--- src/fpec_pkg.sv ---
// Package for the flash program/erase controller and its requester.
// Assumes a single 50 MHz system clock shared by both ends.
package fpec_pkg;
    // ==========================================================
    // Clock and timing
    // ==========================================================
    localparam int CLK_PERIOD_NS = 20;
    // Word write time and erase times; values are plain defaults
    localparam int WORD_WRITE_TIME_NS = 40000;
    localparam int PAGE_ERASE_TIME_NS = 2000000;
    localparam int FULL_ERASE_TIME_NS = 4000000;
    localparam int WORD_WRITE_CYC = (WORD_WRITE_TIME_NS + CLK_PERIOD_NS - 1) / CLK_PERIOD_NS;
    localparam int PAGE_ERASE_CYC = (PAGE_ERASE_TIME_NS + CLK_PERIOD_NS - 1) / CLK_PERIOD_NS;
    localparam int FULL_ERASE_CYC = (FULL_ERASE_TIME_NS + CLK_PERIOD_NS - 1) / CLK_PERIOD_NS;
    localparam int MAX_WRITES_PER_WORD = 2;

    // ==========================================================
    // Address map
    // ==========================================================
    localparam logic [31:0] FLASH_BASE = 32'h0000_0000;
    localparam logic [31:0] FLASH_SIZE = 32'h0003_0000;
    localparam logic [31:0] CFG_BASE = 32'h1000_1000;
    localparam logic [31:0] CFG_SIZE = 32'h0000_1000;
    localparam logic [31:0] REG_BASE = 32'h4001_E000;
    localparam logic [31:0] REG_SIZE = 32'h0000_1000;
    localparam logic [11:0] OFS_READY = 12'h400;
    localparam logic [11:0] OFS_CONFIG = 12'h504;
    localparam logic [11:0] OFS_PAGE_ERASE = 12'h508;
    localparam logic [11:0] OFS_FULL_ERASE = 12'h50C;
    localparam logic [11:0] OFS_CFG_ERASE = 12'h514;
    localparam int CFG_WEN_BIT = 0;
    localparam int CFG_EEN_BIT = 1;
    localparam int TRIGGER_BIT = 0;
    localparam logic [31:0] RESET_READY = 32'h0000_0001;
    localparam logic [31:0] RESET_CONFIG = 32'h0000_0000;

    // ==========================================================
    // Encodings
    // ==========================================================
    typedef enum logic [1:0] {
        SIZE_BYTE = 2'h0,
        SIZE_HALF = 2'h1,
        SIZE_WORD = 2'h2
    } fpec_size_e;

    typedef enum logic [1:0] {
        OP_PROGRAM = 2'h0,
        OP_PAGE_ERASE = 2'h1,
        OP_CFG_ERASE = 2'h2,
        OP_FULL_ERASE = 2'h3
    } fpec_op_e;

    typedef enum logic [1:0] {
        RGN_NONE = 2'h0,
        RGN_FLASH = 2'h1,
        RGN_CFG = 2'h2,
        RGN_REGS = 2'h3
    } fpec_region_e;

    // Region decode shared by both ends
    function automatic fpec_region_e fpec_region(input logic [31:0] addr);
        if (addr - FLASH_BASE < FLASH_SIZE) begin
            return RGN_FLASH;
        end else if (addr - CFG_BASE < CFG_SIZE) begin
            return RGN_CFG;
        end else if (addr - REG_BASE < REG_SIZE) begin
            return RGN_REGS;
        end
        return RGN_NONE;
    endfunction : fpec_region
endpackage : fpec_pkg

--- src/fpec_if.sv ---
// Link between the CPU/debug requester and the flash controller.
// Assumes both ends run on the same system clock.
`timescale 1ns/1ps
interface fpec_if;
    logic req;
    logic we;
    logic [31:0] addr;
    logic [31:0] wdata;
    logic [1:0] size;
    logic fetch;
    logic ack;
    logic fault;
    logic stall;
    logic [31:0] rdata;

    modport dev (input req, input we, input addr, input wdata, input size, input fetch,
                 output ack, output fault, output stall, output rdata);
    modport host (output req, output we, output addr, output wdata, output size, output fetch,
                  input ack, input fault, input stall, input rdata);
endinterface : fpec_if

--- src/fpec_ctrl.sv ---
// Flash program/erase controller: registers, program and erase sequencing,
// CPU stall, and command strobes to the flash array macro.
// Assumes the macro clears bits where the program data is 0 and never sets any.
//
// Notes on behaviour
// - Program or erase only with its enable
// - Software never sets both enables together
// - Debug halts CPU before starting operations
// - Program only whole aligned 32-bit words
// - Word writes limited before page erase
// - Programming only clears bits, never sets
// - Partial update: unchanged bits written as ones
// - Narrow or unaligned program gives hard fault
// - Word program lasts write time, CPU stalled
// - Page erase trigger erases one page
// - Erase stalls only CPU flash fetches
// - Config words programmed alike, effective after reset
// - Config write limit; CPU stalled during write
// - Config erase sets area to ones
// - Full erase: flash and config, not factory
// - Ready reads 0 busy, 1 idle
`timescale 1ns/1ps
module fpec_ctrl #(
    parameter int PAGE_ERASE_CYC = fpec_pkg::PAGE_ERASE_CYC,
    parameter int FULL_ERASE_CYC = fpec_pkg::FULL_ERASE_CYC
) (
    input wire logic i_clk_sys,
    input wire logic i_reset_n,
    fpec_if.dev link,
    output logic o_nvm_start,
    output logic [1:0] o_nvm_op,
    output logic [31:0] o_nvm_addr,
    output logic [31:0] o_nvm_data,
    output logic o_cfg_pending,
    output logic o_ready
);
    // ==========================================================
    // State
    // ==========================================================
    typedef enum logic [1:0] {
        FPEC_IDLE = 2'h0,
        FPEC_PROG = 2'h1,
        FPEC_ERASE = 2'h2
    } fpec_state_e;

    localparam logic [31:0] WRITE_LOAD = 32'(fpec_pkg::WORD_WRITE_CYC - 1);
    localparam logic [31:0] PAGE_LOAD = 32'(PAGE_ERASE_CYC - 1);
    localparam logic [31:0] FULL_LOAD = 32'(FULL_ERASE_CYC - 1);

    fpec_state_e state_reg, state_next;
    logic [31:0] cnt_reg, cnt_next;
    logic wen_reg, wen_next;
    logic een_reg, een_next;
    logic ack_reg, ack_next;
    logic fault_reg, fault_next;
    logic stall_reg, stall_next;
    logic [31:0] rdata_reg, rdata_next;
    logic start_reg, start_next;
    logic [1:0] op_reg, op_next;
    logic [31:0] naddr_reg, naddr_next;
    logic [31:0] ndata_reg, ndata_next;
    logic pend_reg, pend_next;
    logic ready_reg, ready_next;

    fpec_pkg::fpec_region_e rgn;
    logic [11:0] ofs;
    logic fresh;
    logic aligned_word;

    assign rgn = fpec_pkg::fpec_region(link.addr);
    assign ofs = link.addr[11:0];
    // Blocks a second take while the host is still dropping its request
    assign fresh = link.req && !ack_reg && !fault_reg;
    assign aligned_word = (link.size == fpec_pkg::SIZE_WORD) && (link.addr[1:0] == 2'h0);

    // ==========================================================
    // Next-state logic
    // ==========================================================
    // Request decode, sequencing and register file
    always_comb begin
        state_next = state_reg;
        cnt_next = cnt_reg;
        wen_next = wen_reg;
        een_next = een_reg;
        ack_next = 1'b0;
        fault_next = 1'b0;
        rdata_next = rdata_reg;
        start_next = 1'b0;
        op_next = op_reg;
        naddr_next = naddr_reg;
        ndata_next = ndata_reg;
        pend_next = pend_reg;
        unique case (state_reg)
            FPEC_PROG: begin
                if (cnt_reg == 32'h0) begin
                    state_next = FPEC_IDLE;
                    ack_next = 1'b1; // Releases the stalled write
                end else begin
                    cnt_next = cnt_reg - 32'h1;
                end
            end
            FPEC_IDLE, FPEC_ERASE: begin
                if (state_reg == FPEC_ERASE) begin
                    if (cnt_reg == 32'h0) begin
                        state_next = FPEC_IDLE;
                    end else begin
                        cnt_next = cnt_reg - 32'h1;
                    end
                end
                if (fresh && rgn == fpec_pkg::RGN_REGS) begin
                    ack_next = 1'b1;
                    rdata_next = 32'h0;
                    if (!link.we) begin
                        if (ofs == fpec_pkg::OFS_READY) begin
                            rdata_next = {31'h0, state_reg == FPEC_IDLE};
                        end else if (ofs == fpec_pkg::OFS_CONFIG) begin
                            rdata_next = 32'h0;
                            rdata_next[fpec_pkg::CFG_WEN_BIT] = wen_reg;
                            rdata_next[fpec_pkg::CFG_EEN_BIT] = een_reg;
                        end
                    end else if (ofs == fpec_pkg::OFS_CONFIG) begin
                        wen_next = link.wdata[fpec_pkg::CFG_WEN_BIT];
                        een_next = link.wdata[fpec_pkg::CFG_EEN_BIT];
                    end else if (een_reg && state_reg == FPEC_IDLE) begin
                        if (ofs == fpec_pkg::OFS_PAGE_ERASE) begin
                            state_next = FPEC_ERASE;
                            cnt_next = PAGE_LOAD;
                            start_next = 1'b1;
                            op_next = fpec_pkg::OP_PAGE_ERASE;
                            naddr_next = link.wdata;
                        end else if (ofs == fpec_pkg::OFS_CFG_ERASE && link.wdata[fpec_pkg::TRIGGER_BIT]) begin
                            state_next = FPEC_ERASE;
                            cnt_next = PAGE_LOAD;
                            start_next = 1'b1;
                            op_next = fpec_pkg::OP_CFG_ERASE;
                            naddr_next = fpec_pkg::CFG_BASE;
                            pend_next = 1'b1;
                        end else if (ofs == fpec_pkg::OFS_FULL_ERASE && link.wdata[fpec_pkg::TRIGGER_BIT]) begin
                            state_next = FPEC_ERASE;
                            cnt_next = FULL_LOAD;
                            start_next = 1'b1;
                            op_next = fpec_pkg::OP_FULL_ERASE;
                            naddr_next = fpec_pkg::FLASH_BASE;
                            pend_next = 1'b1;
                        end
                    end
                end else if (fresh && link.we && (rgn == fpec_pkg::RGN_FLASH || rgn == fpec_pkg::RGN_CFG)) begin
                    // Memory writes wait out an erase in progress
                    if (state_reg == FPEC_IDLE) begin
                        if (!wen_reg) begin
                            ack_next = 1'b1;
                        end else if (!aligned_word) begin
                            fault_next = 1'b1;
                        end else begin
                            state_next = FPEC_PROG;
                            cnt_next = WRITE_LOAD;
                            start_next = 1'b1;
                            op_next = fpec_pkg::OP_PROGRAM;
                            naddr_next = link.addr;
                            ndata_next = link.wdata;
                            if (rgn == fpec_pkg::RGN_CFG) begin
                                pend_next = 1'b1;
                            end
                        end
                    end
                end else if (fresh && rgn != fpec_pkg::RGN_FLASH && rgn != fpec_pkg::RGN_CFG) begin
                    // Unmapped access answered with zero
                    ack_next = 1'b1;
                    rdata_next = 32'h0;
                end else if (fresh && !link.we) begin
                    // Array reads are served by the array path
                    ack_next = 1'b1;
                    rdata_next = 32'h0;
                end
            end
            default: begin
                state_next = FPEC_IDLE;
            end
        endcase
        // stall all in program, fetches in erase
        stall_next = (state_next == FPEC_PROG) || (state_next == FPEC_ERASE && link.fetch);
        ready_next = (state_next == FPEC_IDLE);
    end

    // ==========================================================
    // Registers
    // ==========================================================
    // Cleared only by reset, so pending config waits for it
    always_ff @(posedge i_clk_sys or negedge i_reset_n) begin
        if (!i_reset_n) begin
            state_reg <= FPEC_IDLE;
            cnt_reg <= 32'h0;
            wen_reg <= fpec_pkg::RESET_CONFIG[fpec_pkg::CFG_WEN_BIT];
            een_reg <= fpec_pkg::RESET_CONFIG[fpec_pkg::CFG_EEN_BIT];
            ack_reg <= 1'b0;
            fault_reg <= 1'b0;
            stall_reg <= 1'b0;
            rdata_reg <= 32'h0;
            start_reg <= 1'b0;
            op_reg <= fpec_pkg::OP_PROGRAM;
            naddr_reg <= 32'h0;
            ndata_reg <= 32'hFFFF_FFFF;
            pend_reg <= 1'b0;
            ready_reg <= fpec_pkg::RESET_READY[0];
        end else begin
            state_reg <= state_next;
            cnt_reg <= cnt_next;
            wen_reg <= wen_next;
            een_reg <= een_next;
            ack_reg <= ack_next;
            fault_reg <= fault_next;
            stall_reg <= stall_next;
            rdata_reg <= rdata_next;
            start_reg <= start_next;
            op_reg <= op_next;
            naddr_reg <= naddr_next;
            ndata_reg <= ndata_next;
            pend_reg <= pend_next;
            ready_reg <= ready_next;
        end
    end

    // ==========================================================
    // Outputs
    // ==========================================================
    assign link.ack = ack_reg;
    assign link.fault = fault_reg;
    assign link.stall = stall_reg;
    assign link.rdata = rdata_reg;
    assign o_nvm_start = start_reg;
    assign o_nvm_op = op_reg;
    assign o_nvm_addr = naddr_reg;
    assign o_nvm_data = ndata_reg;
    assign o_cfg_pending = pend_reg;
    assign o_ready = ready_reg;
endmodule : fpec_ctrl

--- src/flat_wrapper.sv ---
// flat-port wrapper written by rule: the top's interface ports become plain ports
module fpec_ctrl_flat 
#(
    parameter int PAGE_ERASE_CYC = fpec_pkg::PAGE_ERASE_CYC,
    parameter int FULL_ERASE_CYC = fpec_pkg::FULL_ERASE_CYC
)
  (i_clk_sys, i_reset_n, o_nvm_start, o_nvm_op, o_nvm_addr, o_nvm_data, o_cfg_pending, o_ready, link_req, link_we, link_addr, link_wdata, link_size, link_fetch, link_ack, link_fault, link_stall, link_rdata);
  fpec_if link_i ();
  input wire logic i_clk_sys;
  input wire logic i_reset_n;
  output logic o_nvm_start;
  output logic [1:0] o_nvm_op;
  output logic [31:0] o_nvm_addr;
  output logic [31:0] o_nvm_data;
  output logic o_cfg_pending;
  output logic o_ready;
  input wire logic [$bits(link_i.req)-1:0] link_req;
  input wire logic [$bits(link_i.we)-1:0] link_we;
  input wire logic [$bits(link_i.addr)-1:0] link_addr;
  input wire logic [$bits(link_i.wdata)-1:0] link_wdata;
  input wire logic [$bits(link_i.size)-1:0] link_size;
  input wire logic [$bits(link_i.fetch)-1:0] link_fetch;
  output wire logic [$bits(link_i.ack)-1:0] link_ack;
  output wire logic [$bits(link_i.fault)-1:0] link_fault;
  output wire logic [$bits(link_i.stall)-1:0] link_stall;
  output wire logic [$bits(link_i.rdata)-1:0] link_rdata;
  assign link_i.req = link_req;
  assign link_i.we = link_we;
  assign link_i.addr = link_addr;
  assign link_i.wdata = link_wdata;
  assign link_i.size = link_size;
  assign link_i.fetch = link_fetch;
  assign link_ack = link_i.ack;
  assign link_fault = link_i.fault;
  assign link_stall = link_i.stall;
  assign link_rdata = link_i.rdata;
  fpec_ctrl #(.PAGE_ERASE_CYC(PAGE_ERASE_CYC), .FULL_ERASE_CYC(FULL_ERASE_CYC)) u_core (.i_clk_sys(i_clk_sys), .i_reset_n(i_reset_n), .link(link_i), .o_nvm_start(o_nvm_start), .o_nvm_op(o_nvm_op), .o_nvm_addr(o_nvm_addr), .o_nvm_data(o_nvm_data), .o_cfg_pending(o_cfg_pending), .o_ready(o_ready));
endmodule
--- config.mk ---
export PLATFORM = sky130hd
export DESIGN_NAME = fpec_ctrl_flat
export DESIGN_NICKNAME = d
export VERILOG_FILES = /design/src/fpec_pkg.sv /design/src/fpec_if.sv /design/src/fpec_ctrl.sv /design/src/flat_wrapper.sv
export SDC_FILE = /design/constraint.sdc
export NUM_CORES = 1
export LEC_CHECK = 0
export BUFFER_PORTS_ARGS = -buffer_cell sky130_fd_sc_hd__buf_2
export CAP_MARGIN = 20
export CORE_MARGIN = 2
export CORE_UTILIZATION = 53
export CTS_CLUSTER_DIAMETER = 50
export CTS_CLUSTER_SIZE = 16
export DETAILED_ROUTE_END_ITERATION = 6
export PLACE_DENSITY = 0.81
export SLEW_MARGIN = 20
export SYNTH_ARGS = -nofsm -noshare
export SYNTH_HDL_FRONTEND = slang
export SYNTH_SLANG_ARGS = --single-unit
--- constraint.sdc ---
create_clock -name i_clk_sys -period 3.02 [get_ports i_clk_sys]
set_input_delay 0.302 -clock i_clk_sys [delete_from_list [all_inputs] [get_ports i_clk_sys]]
set_output_delay 0.302 -clock i_clk_sys [all_outputs]
set_load 0.02 [all_outputs]
==> results.json, run 1 <==
{
  "yosys-top-cells-count": "dfrtp_1, nor2_1, nand2_1",
  "vias": 5263,
  "place.gp.congestion": 0.878,
  "cts_buffers": 9,
  "synth_edf_count": 0,
  "hold_violations": 0,
  "ctsLongestPathBuffers": 2,
  "initial_core_util": 0.540,
  "synth_compound_area_frac": 0.0953,
  "synth_area_leader_cell": "dfrtp_1",
  "cp_slowest_cell": "a2111oi_2",
  "totalPowerFinal_uw": 2900,
  "maxSlewHeadroom": 0.586,
  "worstSetupStartpointType": "input port",
  "ys_types": 75,
  "antenna_found_initial": 0,
  "status": "complete, but fails checks",
  "p_leak_uw": 0.00352,
  "violations": "DRC",
  "yosysWarningCount": 0,
  "dp.cells": 905,
  "synthAdderAreaFrac": 0.00778,
  "fin_util": 0.633,
  "finalSetupViolations": 0,
  "yosys.area_share.simple": 0.191,
  "p_per_area_mw_per_mm2": 384,
  "grt_overflow": 0,
  "ys_top_cells_by_area": "dfrtp_1, dfstp_2, mux2_2, mux2i_1, mux2_1",
  "first_pass_iters": 7,
  "synth_cells": 619,
  "ant_nets": 0,
  "ys_seq_elements": 110,
  "cp-end-kind": "register",
  "postCtsSetupRepairBufs": 0,
  "placed_area_mm2": 0.00725,
  "clock_power_share": 0.404,
  "wl_per_cell_um": 17.5,
  "synth_top_area_share": 0.299,
  "io_buffers": 144,
  "drc": 3,
  "rsz0062_at_grt": "no",
  "avgSynthCellArea_um2": 10.4,
  "yosysMostFrequentCell": "dfrtp_1",
  "path_buf_inv": 2,
  "netlist_area_mm2": 0.00643,
  "ys_seq_area_frac": 0.434,
  "drive_gt1_frac": 0.350,
  "fin_cells": 922,
  "synth_flop_cell": "dfrtp_1",
  "rows": 40,
  "finalNetCount": 845,
  "n_antenna_cell": 0,
  "worstMarginPinSlew_ps": 621,
  "synth_xor_area_frac": 0.0436,
  "cts_tree": "done",
  "pwr-share-seq": 0.510,
  "pwr-share-comb": 0.086,
  "slew_violations": 0,
  "path_class": "input port to register",
  "max_stage_delay_ps": 430,
  "core_mm2": 0.0119,
  "cpLargestDelayFamily": "compound AO/OA/AOI/OAI gates",
  "finalWirelength_um": 16200,
  "path_max_fanout": 22,
  "grt_pass1_vias": 5166,
  "netSwitchingFraction": 0.241,
  "synthArstFlopShare": 1.00,
  "fin_hold_ws_ps": 160,
  "period_share": 0.919,
  "pin_count": 175,
  "worstSkewPairLatency_ps": 360,
  "cts_resized": 0,
  "die_height_um": 114,
  "root_buffer": "clkbuf_16",
  "path_clk_slew_ps": 60,
  "synth_top_family_by_area": "simple AND/OR/NAND/NOR gates",
  "vdd.ir_drop.worst_uv": 237,
  "hold_class": "input port to register",
  "grt_first_pass_wirelength_um": 25700,
  "fmax_mhz": 360,
  "cp.arrival_ps": 3000,
  "dr.first_iter.drc_count": 341,
  "min_period_ps": 2780,
  "h-tree-depth": 3,
  "cts_sinks": 110,
  "internal_power_uw": 2200,
  "ctsHoldBuffers": 1,
  "viasPerCell": 5.71,
  "crit_chain": "buf_2 > inv_1 > ha_1 > a21boi_1 > nand4_1 > a2111oi_2 > o2111ai_2 > a21oi_4 > a21o_4 > mux2_1",
  "design_area_mm2": 0.00754,
  "grt_max_degree": 66,
  "p_switching_uw": 697,
  "required_ps": 3250,
  "skew_ps": 10.9,
  "cap_violations": 0,
  "hpwl_um": 12200,
  "die_w_um": 114,
  "area_delta_synth_final_pct": 17.1,
  "synthMuxAreaShare": 0.150,
  "grt_usage": 0.250,
  "die_area_mm2": 0.0130
}
## power by group through the flow
stage	Combinational, uW	Clock, uW	Sequential [uW]
floorplan	142	0	1510
global placement	242	0	1500
detailed placement	245	0	1500
CTS	248	1190	1480
global route	275	1230	1480
finish	249	1170	1480
## stage by stage
step           setup slack [ps]  setup TNS, ps
2_1_floorplan               372              0
3_3_place_gp              -68.4          -2940
3_5_place_dp               -117          -5370
4_1_cts                     261              0
5_1_grt                    65.8              0
6_report                    244              0
## routing by layer
metal	track usage	routed length (um)	vias to the layer above
met4	0.0951	306	0
met2	0.413	8030	208
met1	0.325	6870	2578
met5	0	0	-
li1	-	-	2447
met3	0.0503	959	30
## area by class of cell
type,count,area [um2]
well taps,147,184
repair buffers,164,901
flip-flops and latches,110,2790
clock inverters,2,35.0
inverters,34,128
fillers,971,4370
multi-input cells,451,3250
clock buffers,14,244
## cell families after synthesis
logic type	Yosys count
other cells	1
flops	110
simple gates	217
mux	89
fa+ha+maj	4
xor+xnor	32
buf+inv	87
compound gates	79
## cell usage in the layout (no fill, tap or decap), types with 4 or more instances in the layout
cell	n
o21ai_0	7
buf_4	18
nor2_1	50
nand4_1	10
or2_2	5
mux2_2	34
nand2b_1	6
ha_1	4
mux2_1	24
mux2i_1	31
nand3_1	16
or3_1	7
a21oi_1	12
clkbuf_16	9
dfstp_2	33
xnor2_1	14
nor4b_1	5
nor4_1	8
a31oi_1	14
nor3_1	19
or4_1	6
o211ai_1	4
nand3b_1	5
inv_1	33
nand2_1	44
xor2_1	18
a21o_1	6
clkbuf_1	5
and3_1	4
dfrtp_1	77
conb_1	30
buf_2	143
nor2b_1	5
## path summary, 6_finish.rpt
kind	from	endpoint	slack [ps]	cells after the start
worst max-delay path	link_addr[14]	u_core.o_nvm_addr[13]$_DFFE_PN0P_	240	10
worst min-delay path	link_fetch	u_core.link.stall$_DFF_PN0_	160	2
worst max register to register	u_core.cnt_reg[12]$_DFFE_PN0P_	u_core.cnt_reg[21]$_DFFE_PN0P_	280	8
worst min register to register	u_core.o_cfg_pending$_DFFE_PN0P_	u_core.o_cfg_pending$_DFFE_PN0P_	470	1
max in group asynchronous	i_reset_n	u_core.o_nvm_data[17]$_DFFE_PN1P_	1710	3
min in group asynchronous	i_reset_n	u_core.cnt_reg[30]$_DFFE_PN0P_	500	2
Note: power is estimated with default switching activity, not from simulation.
==> run 2: changes to the inputs <==
--- a/config.mk
+++ b/config.mk
@@ -8,11 +8,12 @@
 export BUFFER_PORTS_ARGS = -buffer_cell sky130_fd_sc_hd__buf_2
 export CAP_MARGIN = 20
 export CORE_MARGIN = 2
-export CORE_UTILIZATION = 53
+export CORE_UTILIZATION = 55
+export CTS_BUF_LIST = sky130_fd_sc_hd__clkbuf_4
 export CTS_CLUSTER_DIAMETER = 50
 export CTS_CLUSTER_SIZE = 16
 export DETAILED_ROUTE_END_ITERATION = 6
-export PLACE_DENSITY = 0.81
+export PLACE_DENSITY = 0.83
 export SLEW_MARGIN = 20
 export SYNTH_ARGS = -nofsm -noshare
 export SYNTH_HDL_FRONTEND = slang
==> results.json, run 2 (synthesis gave the netlist of run 1 again) <==
{
  "path_max_fanout": 5,
  "ant_nets": 0,
  "layout_commonest_cell": "buf_2",
  "n_antenna_cell": 0,
  "die_w_um": 112,
  "vias": 5218,
  "required_ps": 3410,
  "fmax_mhz": 356,
  "totalPowerFinal_uw": 2470,
  "hold_violations": 0,
  "grt_max_degree": 60,
  "first_pass_iters": 5,
  "die_height_um": 112,
  "rsz0062_at_grt": "no",
  "initial_core_util": 0.564,
  "maxSlewHeadroom": 0.494,
  "setup.worst_path.start": "u_core.cnt_reg[12]$_DFFE_PN0P_",
  "dr.first_iter.drc_count": 319,
  "rows": 39,
  "cts_tree": "done",
  "whs_path_depth": 2,
  "slew_violations": 0,
  "path_class": "register to register",
  "fin_util": 0.648,
  "status": "completed",
  "n_fill_cell": 936,
  "core_mm2": 0.0114,
  "drc": 0,
  "vdd.ir_drop.worst_uv": 241,
  "setup_slack_ps": 209,
  "fin_cells": 921,
  "grt_pass1_vias": 5240,
  "dp.cells": 903,
  "place.gp.congestion": 0.913,
  "finalWirelength_um": 15700,
  "p_per_area_mw_per_mm2": 334,
  "grt_overflow": 0,
  "min_from": "link_wdata[22]",
  "drive_gt1_frac": 0.356,
  "wl_per_cell_um": 17.0,
  "preCtsSetupSlack_ps": -86.1,
  "cap_violations": 0,
  "worstMarginPinSlew_ps": 759,
  "io_buffers": 144,
  "cts_buffers": 9,
  "cts_resized": 0,
  "cp.arrival_ps": 3210,
  "viasPerCell": 5.67,
  "worstSetupStartpointType": "register",
  "reg2regPathDepth": 7,
  "skew_ps": 21.6,
  "cts_sinks": 110,
  "h-tree-depth": 3,
  "hold_class": "input port to register",
  "pin_count": 175,
  "worstSkewPairLatency_ps": 480,
  "final_cell_mix": "buf_2, dfrtp_1, nor2_1",
  "cp-end-kind": "register",
  "finalSetupViolations": 0,
  "worstReg2RegStart": "u_core.cnt_reg[12]$_DFFE_PN0P_",
  "min_period_ps": 2810,
  "grt_usage": 0.252,
  "grt_first_pass_wirelength_um": 25600,
  "area_delta_synth_final_pct": 15.0,
  "root_buffer": "clkbuf_4",
  "ctsLongestPathBuffers": 2,
  "finalNetCount": 848,
  "antenna_found_initial": 0,
  "path_clk_slew_ps": 170,
  "p_leak_uw": 0.00347,
  "period_share": 0.931,
  "postCtsSetupRepairBufs": 0,
  "hpwl_um": 12200,
  "die_area_mm2": 0.0126
}
[run 2: cell types whose count changed in the layout (fill, tap and decap cells not counted)]
cell / delta
buf_12: -1
buf_4: +3
clkbuf_1: -5
clkbuf_16: -9
clkbuf_4: +11
clkinv_1: +1
clkinv_2: +1
clkinvlp_4: +1
dlygate4sd3_1: +1
[run 2: critical path, cell delays in order (launching register included)]
cell	delay, ps
dfrtp_1	460
or4_1	600
nor3_1	520
nand4b_1	320
o211ai_1	390
nor3_1	90
xor2_1	160
a21o_1	180
[run 2: layout make-up]
class / count / area, um2 / share of cell area
multi-input cells: 451 / 3250 / 0.440
flip-flops and latches: 110 / 2790 / 0.378
repair buffers: 167 / 913 / 0.123
well taps: 143 / 179 / 0.0242
inverters: 34 / 128 / 0.0172
clock buffers: 11 / 82.6 / 0.0112
clock inverters: 5 / 51.3 / 0.00693
[run 2: where the power goes]
group	switching, uW	internal (uW)
clock network	473	267
logic	171	78.6
registers	1.23	1480
total	645	1820
[run 2: worst paths after layout]
check                                                     to  slack (ps)
setup / recovery               u_core.cnt_reg[8]$_DFFE_PN0P_         210
hold / removal             u_core.o_nvm_data[22]$_DFFE_PN1P_          60
setup reg to reg               u_core.cnt_reg[8]$_DFFE_PN0P_         210
hold reg to reg             u_core.o_cfg_pending$_DFFE_PN0P_         500
max in group asynchronous  u_core.o_nvm_data[27]$_DFFE_PN1P_        1680
min in group asynchronous     u_core.cnt_reg[30]$_DFFE_PN0P_         420
[run 2: through the flow]
step	hold WS (ps)	setup TNS (ps)	cell area, um2
floorplan	6.41	0	6540
global placement	401	-312	7250
detailed placement	420	-1680	7250
CTS	26.0	0	7400
global route	30.7	0	7400
finish	62.0	0	7400
[run 2: what timing repair did]
item / 4_1_cts / 5_1_grt
endpoints found under the setup margin: 0 / 0
hold endpoints to repair: 47 / 0
hold buffers: 2 / 0
[run 2: layer usage]
layer  GRT usage  routed length (um)
met5           0                   0
met4      0.0984                 379
met3      0.0567                1030
met2       0.416                7590
met1       0.325                6680
==> run 3: changes to the inputs <==
--- a/config.mk
+++ b/config.mk
@@ -8,13 +8,12 @@
 export BUFFER_PORTS_ARGS = -buffer_cell sky130_fd_sc_hd__buf_2
 export CAP_MARGIN = 20
 export CORE_MARGIN = 2
-export CORE_UTILIZATION = 55
+export CORE_UTILIZATION = 41
 export CTS_BUF_LIST = sky130_fd_sc_hd__clkbuf_4
 export CTS_CLUSTER_DIAMETER = 50
 export CTS_CLUSTER_SIZE = 16
 export DETAILED_ROUTE_END_ITERATION = 6
-export PLACE_DENSITY = 0.83
-export SLEW_MARGIN = 20
+export MAX_ROUTING_LAYER = met4
 export SYNTH_ARGS = -nofsm -noshare
 export SYNTH_HDL_FRONTEND = slang
 export SYNTH_SLANG_ARGS = --single-unit
==> results.json, run 3 (synthesis gave the netlist of run 1 again) <==
{
  "slew_violations": 0,
  "hold_violations": 0,
  "worstMarginPinSlew_ps": 972,
  "place.gp.congestion": 0.853,
  "rsz0062_at_grt": "no",
  "finalSetupViolations": 0,
  "p_per_area_mw_per_mm2": 334,
  "grt_first_pass_wirelength_um": 26700,
  "cap_violations": 0,
  "viasPerCell": 5.17,
  "reg2reg_slack_ps": 300,
  "cp_slowest_cell": "or4_1",
  "fmax_mhz": 367,
  "area_delta_synth_final_pct": 17.7,
  "path_buf_inv": 0,
  "status": "completed",
  "die_area_mm2": 0.0167,
  "required_ps": 3420,
  "layout_commonest_cell": "buf_2",
  "cts_buffers": 9,
  "core_mm2": 0.0153,
  "drc": 0,
  "max_stage_delay_ps": 600,
  "worstSkewPairLatency_ps": 490,
  "path_class": "register to register",
  "cp-end-kind": "register",
  "multi_input_comb_area_mm2": 0.00325,
  "grt_overflow": 0,
  "rows": 45,
  "worstSetupStartpointType": "register",
  "h-tree-depth": 3,
  "grt_pass1_vias": 5239,
  "period_share": 0.901,
  "wl_per_cell_um": 16.7,
  "cpLargestDelayFamily": "simple AND/OR/NAND/NOR gates",
  "pin_count": 175,
  "grt_max_degree": 72,
  "regArea_mm2": 0.00279,
  "cts_sinks": 110,
  "vias": 5157,
  "grt_usage": 0.210,
  "finalWirelength_um": 16600,
  "crit_chain": "or4_1 > nor3_1 > nand4b_1 > o211ai_1 > nor3_1 > xor2_1 > a21o_1",
  "crit_path_frequent_cell": "nor3_1",
  "ctsLongestPathBuffers": 2,
  "vdd.ir_drop.worst_uv": 212,
  "n_fill_cell": 1444,
  "die_height_um": 129,
  "maxSlewHeadroom": 0.352,
  "first_pass_iters": 4,
  "dp.cells": 975,
  "path_max_fanout": 5,
  "p_leak_uw": 0.00351,
  "placed_area_mm2": 0.00737,
  "postCtsSetupRepairBufs": 0,
  "antenna_found_initial": 1,
  "whs_path_depth": 2,
  "hold_class": "input port to register",
  "cp.arrival_ps": 3130,
  "hpwl_um": 12700,
  "path_depth": 7,
  "root_buffer": "clkbuf_4",
  "finalNetCount": 855,
  "path_clk_slew_ps": 180,
  "skew_ps": 13.8,
  "initial_core_util": 0.422,
  "io_buffers": 144,
  "design_area_mm2": 0.00758,
  "dr.first_iter.drc_count": 247,
  "cts_tree": "done",
  "reg2regPathDepth": 7,
  "die_w_um": 129,
  "final_cell_mix": "buf_2, dfrtp_1, nor2_1",
  "drive_gt1_frac": 0.359,
  "min_period_ps": 2720,
  "fin_cells": 997,
  "ant_nets": 0
}
-- run 3: cell type report --
class,instances,area share
Antenna cell,1,0.000330
Clock buffer,9,0.00892
Clock inverter,7,0.0107
Inverter,34,0.0168
Multi-Input combinational cell,451,0.429
Sequential cell,110,0.369
Tap cell,211,0.0348
Timing Repair Buffer,174,0.130
-- run 3: per-stage QoR --
stage | util | total power (uW) | TNS (ps) | setup slack, ps | hold WS (ps)
after floorplan | - | 1650 | 0 | 372 | 6.41
after global placement | 0.483 | 1750 | -102 | -19.2 | 458
after detailed placement | 0.483 | 1760 | -559 | -64.5 | 466
after CTS | 0.496 | 2570 | 0 | 299 | 0.760
after global routing | 0.497 | 2650 | 0 | 90.2 | 9.39
final | 0.497 | 2530 | 0 | 298 | 44.7
-- run 3: what timing repair did --
item / CTS / global route
gates resized for setup: 0 / 0
endpoints found under the hold margin: 44 / 0
hold buffers: 5 / 0
setup endpoints to repair: 0 / 0
-- run 3: worst register-to-register path: cells and delay by family (launching register included) --
| family | cells | cell delay (ps) |
|---|---|---|
| AND/OR/NAND/NOR | 4 | 1430 |
| AO/OA/AOI/OAI | 2 | 580 |
| flip-flops | 1 | 470 |
| XOR/XNOR | 1 | 150 |
-- run 3: layer usage --
layer,track usage,vias to the layer above,share of wire
li1,-,2460,-
met1,0.274,2508,0.45
met2,0.332,167,0.48
met3,0.0310,22,0.044
met4,0.0812,0,0.021
met5,-,-,0
-- run 3: path summary, 6_finish.rpt --
kind,startpoint,to
setup / recovery,u_core.cnt_reg[12]$_DFFE_PN0P_,u_core.cnt_reg[8]$_DFFE_PN0P_
hold / removal,link_wdata[20],u_core.o_nvm_data[20]$_DFFE_PN1P_
setup reg to reg,u_core.cnt_reg[12]$_DFFE_PN0P_,u_core.cnt_reg[8]$_DFFE_PN0P_
hold reg to reg,u_core.o_nvm_addr[8]$_DFFE_PN0P_,u_core.o_nvm_addr[8]$_DFFE_PN0P_
max in group asynchronous,i_reset_n,u_core.o_nvm_data[3]$_DFFE_PN1P_
min in group asynchronous,i_reset_n,u_core.o_nvm_addr[20]$_DFFE_PN0P_
-- run 3: power breakdown --
part           leakage, uW  internal (uW)  switching (uW)
clock network    0.0000775            264             528
logic              0.00223           82.9             174
registers          0.00121           1480            1.18
